## config.mk

```make
export PLATFORM = sky130hd
export DESIGN_NAME = cpu_feature_debug_msr_bank
export DESIGN_NICKNAME = d
export VERILOG_FILES = /design/src/rtl/msr_bank_pkg.sv /design/src/rtl/cpu_feature_debug_msr_bank.sv
export VERILOG_INCLUDE_DIRS = /design/src /design/src/rtl
export SDC_FILE = /design/constraint.sdc
export NUM_CORES = 1
export LEC_CHECK = 0
export BUFFER_PORTS_ARGS = -buffer_cell sky130_fd_sc_hd__buf_2
export CAP_MARGIN = 0
export CORE_UTILIZATION = 35
export DETAILED_ROUTE_END_ITERATION = 10
export PLACE_DENSITY = 0.57
export RECOVER_POWER = 25
export SYNTH_ARGS = -nofsm -noshare
export SYNTH_HDL_FRONTEND = slang
export SYNTH_SLANG_ARGS = --single-unit
```

## constraint.sdc

```tcl
create_clock -name clk -period 2.08 [get_ports clk]
set_clock_uncertainty 0.2 [all_clocks]
set_input_delay 0.416 -clock clk [delete_from_list [all_inputs] [get_ports clk]]
set_output_delay 0.416 -clock clk [all_outputs]
set_load 0.02 [all_outputs]
```

## src/rtl/msr_bank_regs.svh

```systemverilog
`ifndef MSR_BANK_REGS_SVH
`define MSR_BANK_REGS_SVH

// ==========================================================
// Register offsets
`define OFF_MISC_FEATURE_CONTROL    12'h1A0
`define OFF_BRANCH_RECORD_STACK_TOP 12'h1C9
`define OFF_DEBUG_FEATURE_CONTROL   12'h1D9
`define OFF_EXCEPTION_BRANCH_TARGET 12'h1DD
`define OFF_EXCEPTION_BRANCH_SOURCE 12'h1DE
`define OFF_DEFAULT_MEMORY_TYPE     12'h2FF
`define OFF_CHECK_BANK0_CONTROL     12'h400
`define OFF_CHECK_BANK0_STATUS      12'h401

// ==========================================================
// Feature-control field positions
`define MISC_BIT_FP_ERROR_MUX       10
`define MISC_BIT_BTS_UNAVAIL        11
`define MISC_BIT_PRECISE_EVENT_SAMPLING_UNAVAIL       12
`define MISC_BIT_FREQ_SCALE_EN      16
`define MISC_BIT_TPR_MSG_DISABLE    23

// ==========================================================
// Debug control and memory type fields
`define DEBUG_BIT_RECORD_EN         0
`define MEM_TYPE_LSB                0
`define MEM_TYPE_MSB                7

// ==========================================================
// Reset values and index step
`define RESET_WORD                  64'h0000_0000_0000_0000
`define RESET_INDEX                 4'h0
`define INDEX_STEP                  4'h1

`endif

```

## src/rtl/msr_bank_pkg.sv

```systemverilog
package msr_bank_pkg;

    // Software access to the bank, one strobe per cycle
    typedef struct packed {
        logic        wr;
        logic        rd;
        logic [11:0] addr;
        logic [63:0] wdata;
    } reg_req_t;

    // Branch retired by the core, with its linear addresses
    typedef struct packed {
        logic        valid;
        logic [31:0] source;
        logic [31:0] target;
    } branch_event_t;

    // Logged machine-check condition from the core
    typedef struct packed {
        logic        valid;
        logic [63:0] status;
    } check_event_t;

endpackage

```

## src/rtl/cpu_feature_debug_msr_bank.sv

```systemverilog
// Operation
// - Feature bit 10 set: error pin shows break events; clear: legacy error signalling.
// - Branch-trace-store-unavailable flag reads 1 when storage is absent, else 0.
// - Bit 12 reads 1: precise event sampling is not supported.
// - Bit 16 enables frequency scaling; may be built read-only.
// - Bit 23 set suppresses task priority report messages; reset value chosen.
// - Stack top register holds four-bit index of most recent branch record.
// - Debug control register steers branch and exception recording.
// - Exception target record holds last branch target before exception.
// - Exception source record holds last branch source before exception.
// - Default memory type applies where no range register matches.
//
// Local design decision: strobed register access.
`timescale 1ns/1ns
`include "msr_bank_regs.svh"

module cpu_feature_debug_msr_bank #(
    parameter logic       BTS_UNAVAILABLE   = 1'b1,
    parameter logic       FREQ_SCALE_RO     = 1'b0,
    parameter logic       FREQ_SCALE_RESET  = 1'b0,
    parameter logic       TPR_DISABLE_RESET = 1'b0,
    parameter int         RECORD_DEPTH      = 16
) (
    // Clock and reset
    input  wire logic                         clk,
    input  wire logic                         reset,
    // Register port
    input  wire msr_bank_pkg::reg_req_t       reg_req,
    output logic [63:0]                       reg_rdata,
    // Core events
    input  wire msr_bank_pkg::branch_event_t  branch_event,
    input  wire logic                         exception_event,
    input  wire logic                         fp_error_pending,
    input  wire logic                         break_event_pending,
    input  wire msr_bank_pkg::check_event_t   check_event,
    // Control outputs to the core
    output logic                              fp_error_pin,
    output logic                              freq_scaling_enable,
    output logic                              task_priority_report_en,
    output logic                              branch_record_enable,
    output logic [63:0]                       debug_control,
    output logic [7:0]                        default_mem_type,
    output logic [63:0]                       check_bank0_ctl
);

    // ======================================================
    // State
    logic        fp_error_mux_r,   fp_error_mux_nxt;
    logic        freq_scale_r,     freq_scale_nxt;
    logic        tpr_disable_r,    tpr_disable_nxt;
    logic [3:0]  stack_top_r,      stack_top_nxt;
    logic [63:0] debug_ctl_r,      debug_ctl_nxt;
    logic [31:0] last_source_r,    last_source_nxt;
    logic [31:0] last_target_r,    last_target_nxt;
    logic [31:0] exc_source_r,     exc_source_nxt;
    logic [31:0] exc_target_r,     exc_target_nxt;
    logic [63:0] mem_type_r,       mem_type_nxt;
    logic [63:0] check_ctl_r,      check_ctl_nxt;
    logic [63:0] check_status_r,   check_status_nxt;
    logic [63:0] rdata_r,          rdata_nxt;
    logic        fp_pin_r,         fp_pin_nxt;
    logic [63:0] misc_word;
    logic        wr_misc;
    logic        recording;

    localparam logic [3:0] LAST_INDEX = 4'(RECORD_DEPTH - 1);

    assign wr_misc   = reg_req.wr &&
                       (reg_req.addr == `OFF_MISC_FEATURE_CONTROL);
    assign recording = debug_ctl_r[`DEBUG_BIT_RECORD_EN];

    // ======================================================
    // Feature-control image; every other bit reads zero
    always_comb begin
        misc_word = `RESET_WORD;
        misc_word[`MISC_BIT_FP_ERROR_MUX]    = fp_error_mux_r;
        misc_word[`MISC_BIT_BTS_UNAVAIL]     = BTS_UNAVAILABLE;
        misc_word[`MISC_BIT_PRECISE_EVENT_SAMPLING_UNAVAIL]    = 1'b1;
        misc_word[`MISC_BIT_FREQ_SCALE_EN]   = freq_scale_r;
        misc_word[`MISC_BIT_TPR_MSG_DISABLE] = tpr_disable_r;
    end

    // ======================================================
    // Feature-control next state
    always_comb begin
        fp_error_mux_nxt = fp_error_mux_r;
        freq_scale_nxt   = freq_scale_r;
        tpr_disable_nxt  = tpr_disable_r;
        if (wr_misc) begin
            // Only the writable fields are taken; others dropped
            fp_error_mux_nxt =
                reg_req.wdata[`MISC_BIT_FP_ERROR_MUX];
            tpr_disable_nxt  =
                reg_req.wdata[`MISC_BIT_TPR_MSG_DISABLE];
            if (!FREQ_SCALE_RO) begin
                freq_scale_nxt =
                    reg_req.wdata[`MISC_BIT_FREQ_SCALE_EN];
            end
        end
    end

    // ======================================================
    // Error pin: break events or legacy error signalling
    always_comb begin
        if (fp_error_mux_r) begin
            fp_pin_nxt = break_event_pending;
        end else begin
            fp_pin_nxt = fp_error_pending;
        end
    end

    // ======================================================
    // Debug control and branch recording
    always_comb begin
        debug_ctl_nxt   = debug_ctl_r;
        stack_top_nxt   = stack_top_r;
        last_source_nxt = last_source_r;
        last_target_nxt = last_target_r;
        exc_source_nxt  = exc_source_r;
        exc_target_nxt  = exc_target_r;
        if (reg_req.wr &&
            reg_req.addr == `OFF_DEBUG_FEATURE_CONTROL) begin
            debug_ctl_nxt = reg_req.wdata;
        end
        if (recording && exception_event) begin
            // Latch the branch retired before this exception
            exc_source_nxt = last_source_r;
            exc_target_nxt = last_target_r;
        end
        if (recording && branch_event.valid) begin
            last_source_nxt = branch_event.source;
            last_target_nxt = branch_event.target;
            if (stack_top_r == LAST_INDEX) begin
                stack_top_nxt = `RESET_INDEX;
            end else begin
                stack_top_nxt = stack_top_r + `INDEX_STEP;
            end
        end
    end

    // ======================================================
    // Memory type and machine-check bank 0
    always_comb begin
        mem_type_nxt     = mem_type_r;
        check_ctl_nxt    = check_ctl_r;
        check_status_nxt = check_status_r;
        if (reg_req.wr) begin
            case (reg_req.addr)
                `OFF_DEFAULT_MEMORY_TYPE: begin
                    mem_type_nxt = reg_req.wdata;
                end
                `OFF_CHECK_BANK0_CONTROL: begin
                    check_ctl_nxt = reg_req.wdata;
                end
                `OFF_CHECK_BANK0_STATUS: begin
                    check_status_nxt = reg_req.wdata;
                end
                default: begin
                    check_status_nxt = check_status_r;
                end
            endcase
        end
        // A logged condition wins over a software write
        if (check_event.valid) begin
            check_status_nxt = check_event.status;
        end
    end

    // ======================================================
    // Read path, data one cycle after the strobe
    always_comb begin
        rdata_nxt = `RESET_WORD;
        if (reg_req.rd) begin
            case (reg_req.addr)
                `OFF_MISC_FEATURE_CONTROL: begin
                    rdata_nxt = misc_word;
                end
                `OFF_BRANCH_RECORD_STACK_TOP: begin
                    rdata_nxt = {60'h0, stack_top_r};
                end
                `OFF_DEBUG_FEATURE_CONTROL: begin
                    rdata_nxt = debug_ctl_r;
                end
                `OFF_EXCEPTION_BRANCH_TARGET: begin
                    rdata_nxt = {32'h0, exc_target_r};
                end
                `OFF_EXCEPTION_BRANCH_SOURCE: begin
                    rdata_nxt = {32'h0, exc_source_r};
                end
                `OFF_DEFAULT_MEMORY_TYPE: begin
                    rdata_nxt = mem_type_r;
                end
                `OFF_CHECK_BANK0_CONTROL: begin
                    rdata_nxt = check_ctl_r;
                end
                `OFF_CHECK_BANK0_STATUS: begin
                    rdata_nxt = check_status_r;
                end
                default: begin
                    rdata_nxt = `RESET_WORD;
                end
            endcase
        end
    end

    // ======================================================
    // Registers
    always_ff @(posedge clk) begin
        if (reset) begin
            fp_error_mux_r <= 1'b0;
            freq_scale_r   <= FREQ_SCALE_RESET;
            tpr_disable_r  <= TPR_DISABLE_RESET;
            stack_top_r    <= `RESET_INDEX;
            debug_ctl_r    <= `RESET_WORD;
            last_source_r  <= 32'h0;
            last_target_r  <= 32'h0;
            exc_source_r   <= 32'h0;
            exc_target_r   <= 32'h0;
            mem_type_r     <= `RESET_WORD;
            check_ctl_r    <= `RESET_WORD;
            check_status_r <= `RESET_WORD;
            rdata_r        <= `RESET_WORD;
            fp_pin_r       <= 1'b0;
        end else begin
            fp_error_mux_r <= fp_error_mux_nxt;
            freq_scale_r   <= freq_scale_nxt;
            tpr_disable_r  <= tpr_disable_nxt;
            stack_top_r    <= stack_top_nxt;
            debug_ctl_r    <= debug_ctl_nxt;
            last_source_r  <= last_source_nxt;
            last_target_r  <= last_target_nxt;
            exc_source_r   <= exc_source_nxt;
            exc_target_r   <= exc_target_nxt;
            mem_type_r     <= mem_type_nxt;
            check_ctl_r    <= check_ctl_nxt;
            check_status_r <= check_status_nxt;
            rdata_r        <= rdata_nxt;
            fp_pin_r       <= fp_pin_nxt;
        end
    end

    // ======================================================
    // Outputs
    assign reg_rdata               = rdata_r;
    assign fp_error_pin            = fp_pin_r;
    assign freq_scaling_enable     = freq_scale_r;
    assign task_priority_report_en = ~tpr_disable_r;
    assign branch_record_enable    = recording;
    assign debug_control           = debug_ctl_r;
    assign default_mem_type        =
        mem_type_r[`MEM_TYPE_MSB:`MEM_TYPE_LSB];
    assign check_bank0_ctl         = check_ctl_r;

endmodule // cpu_feature_debug_msr_bank

```

==> results.json <==
{
  "status": "complete, no violations",
  "synth_edf_count": 0,
  "finalSetupViolCount": 0,
  "root_buffer": "clkbuf_16",
  "routedWlPerCell_um": 19.8,
  "hold_violations": 0,
  "ir_drop_mv": 0.506,
  "vias_per_cell": 5.30,
  "start_util_pct": 35.7,
  "rsz0062_at_grt": "yes",
  "fp.coreArea_sq_mm": 0.0505,
  "rows": 82,
  "synth.cell_area_sq_mm": 0.0180,
  "post-route-min-period_ps": 2040,
  "io_pins": 417,
  "worst-setup-path-type": "in2reg",
  "ant_nets": 0,
  "io_buffers": 416,
  "grtUsageTotal_pct": 24.3,
  "critPathMaxStageDelay_ps": 570,
  "syn2layout_area_growth_pct": 40.8,
  "wirelength_um": 68900,
  "drt_iter0_drc": 1774,
  "crit_fanout": 7,
  "crit_path_frequent_cell": "buf_6",
  "clock_sinks": 456,
  "htreeDepth": 2,
  "layout_commonest_cell": "nand2_1",
  "layout.nets": 2985,
  "antenna_found_initial": 5,
  "grt.overflow.total": 0,
  "drtPass1Iterations": 10,
  "required_ps": 2390,
  "dp_hpwl_um": 44300,
  "synthCells": 2214,
  "power_mw": 19.3,
  "ys_seq_area_share_pct": 50.7,
  "slew_violations": 0,
  "ys_types": 42,
  "regToRegSetupSlack_ps": 190,
  "ys_ff_latch": 456,
  "insertion_delay_ps": 590,
  "cpMaxStageDelayCell": "or4b_4",
  "path_buf_inv": 4,
  "min_path_type": "in2reg",
  "relSlewSlack_pct": 38.8,
  "dieArea_sq_mm": 0.0523,
  "utilization_pct": 50.2,
  "p_per_area_mw_per_mm2": 761,
  "ys.warnings.count": 0,
  "grt_pass1_wl_um": 101000,
  "syn_nets": 2428,
  "grt_max_degree": 139,
  "critical_path_arrival_ps": 2350,
  "tns_ps": 0,
  "seq_area_sq_mm": 0.00913,
  "path_delay_family": "simple AND/OR/NAND/NOR gates",
  "fmax_mhz": 491,
  "nFillCells": 4797,
  "multi_input_area_sq_mm": 0.00798,
  "drc": 0,
  "vias": 18500,
  "synthArstFlopShare_pct": 0,
  "place_congestion": 0.910,
  "dp_slack_ps": -563,
  "cap_violations": 0,
  "end_kind": "flip-flop",
  "final_cell_mix": "nand2_1 (676), dfxtp_1 (455), a21oi_1 (411)",
  "fin_area_sq_mm": 0.0253,
  "dpl-instance-area_sq_mm": 0.0212,
  "die_x_um": 229,
  "numCtsBuffers": 50,
  "cts_tree": "built",
  "clockBufferDepth": 3,
  "die_h_um": 229,
  "clkTransAtPathRegs_ps": 60,
  "p_leak_nw": 9.53,
  "path_cells": "buf_6 -> or4b_4 -> buf_6 -> nor4_4 -> buf_12 -> and2_4 -> clkbuf_16 -> nand2_1 -> a21oi_1",
  "syn_avg_cell_area_sq_um": 8.13,
  "layout-drive-gt1-share_pct": 24.4,
  "grt_pass1_vias": 17500,
  "fin_ws_ps": 43.8,
  "tightest_slew_ps": 918,
  "startpoint_type": "input pin",
  "ys.flop_type": "dfxtp_1",
  "period_share_pct": 97.9
}
-- flip-flops by register name (all words and copies together), names as in the netlist --
| name | flops |
|---|---|
| check_bank0_ctl | 64 |
| check_status_r | 64 |
| debug_control | 64 |
| exc_source_r | 32 |
| exc_target_r | 32 |
| fp_error_mux_r | 1 |
| fp_error_pin | 1 |
| freq_scaling_enable | 1 |
| last_source_r | 32 |
| last_target_r | 32 |
| mem_type_r | 64 |
| reg_rdata | 64 |
| stack_top_r | 4 |
| tpr_disable_r | 1 |
-- Yosys cell counts (3+ instances only) --
cell type	n	area share [%]
inv_1	65	1.4
nand2_1	691	14
clkbuf_1	129	2.7
buf_4	10	0.42
a2111oi_1	4	0.22
buf_2	37	1.0
and2_1	6	0.21
a22oi_1	31	1.3
nand3_1	4	0.11
mux2i_1	6	0.33
buf_1	20	0.42
nor4_1	3	0.10
a2bb2oi_1	4	0.19
a2111oi_2	60	5.0
buf_6	6	0.38
a222oi_1	62	3.4
nor2_1	33	0.69
nor3_1	130	3.6
dfxtp_1	456	51
a21oi_1	426	12
-- worst register-to-register path, cell delays in order (launching register included) --
cell      delay [ps]
dfxtp_2          470
and2_2           220
clkbuf_2         600
nand2_1          180
a21oi_1          150
-- power by group --
part / internal, mW / leakage, nW / total [mW] / switching (mW)
logic: 0.587 / 4.99 / 1.18 / 0.598
registers: 8.82 / 3.69 / 8.88 / 0.0575
clock network: 5.53 / 0.848 / 9.22 / 3.69
total: 14.9 / 9.53 / 19.3 / 4.35
-- kinds of logic (layout without fill, tap and decap cells) --
group	after synthesis	count (layout)	share of synthesized area [%]
xor gates and xnor gates	1	1	0.0487
and+or+nand+nor	891	893	20.4
adders and majority gates	1	1	0.0695
buffers and inverters	267	859	6.28
other	0	7	0
AOI/OAI and AO/OA	592	592	22.2
muxes	6	6	0.334
DFF	456	456	50.7
-- final timing paths --
| path | startpoint | to | depth (start not counted) |
|---|---|---|---|
| setup / recovery | reg_req[69] | check_bank0_ctl[34] | 9 |
| hold / removal | reg_req[77] | fp_error_mux_r | 3 |
| hold reg to reg | last_target_r[28] | exc_target_r[28] | 2 |
| setup reg to reg | debug_control[0] | exc_source_r[21] | 4 |
-- through the flow --
| stage | cells | hold slack (ps) |
|---|---|---|
| 2_1_floorplan | 2214 | 232 |
| 3_3_place_gp | 3178 | 241 |
| 3_5_place_dp | 3178 | 242 |
| 4_1_cts | 3462 | 24.5 |
| 5_1_grt | 3484 | 141 |
| 6_report | 3487 | 135 |
-- metal layers --
| metal | global-route usage, % | vias up | wire length [um] |
|---|---|---|---|
| li1 | - | 8749 | - |
| met1 | 32.5 | 8806 | 29800 |
| met2 | 38.7 | 795 | 31500 |
| met3 | 4.88 | 145 | 5100 |
| met4 | 9.17 | 0 | 2530 |
| met5 | 0 | - | 0 |
-- final cells by class --
type	count	share of cell area, %
sequential	456	36.0
multi-input combinational	1493	31.5
timing repair buffer	705	21.5
clock buffer	71	5.80
tap	672	3.32
inverter	65	0.962
clock inverter	18	0.893
antenna	7	0.0691
-- timing repair --
item	in CTS	in global routing
buffers inserted	0	2
pin swaps	0	17
resized for setup	1	50
cloned	0	16
hold buffers	195	0
endpoints found under the hold margin	324	0
setup endpoints to repair	2	56
(Power assumes the default switching activity.)
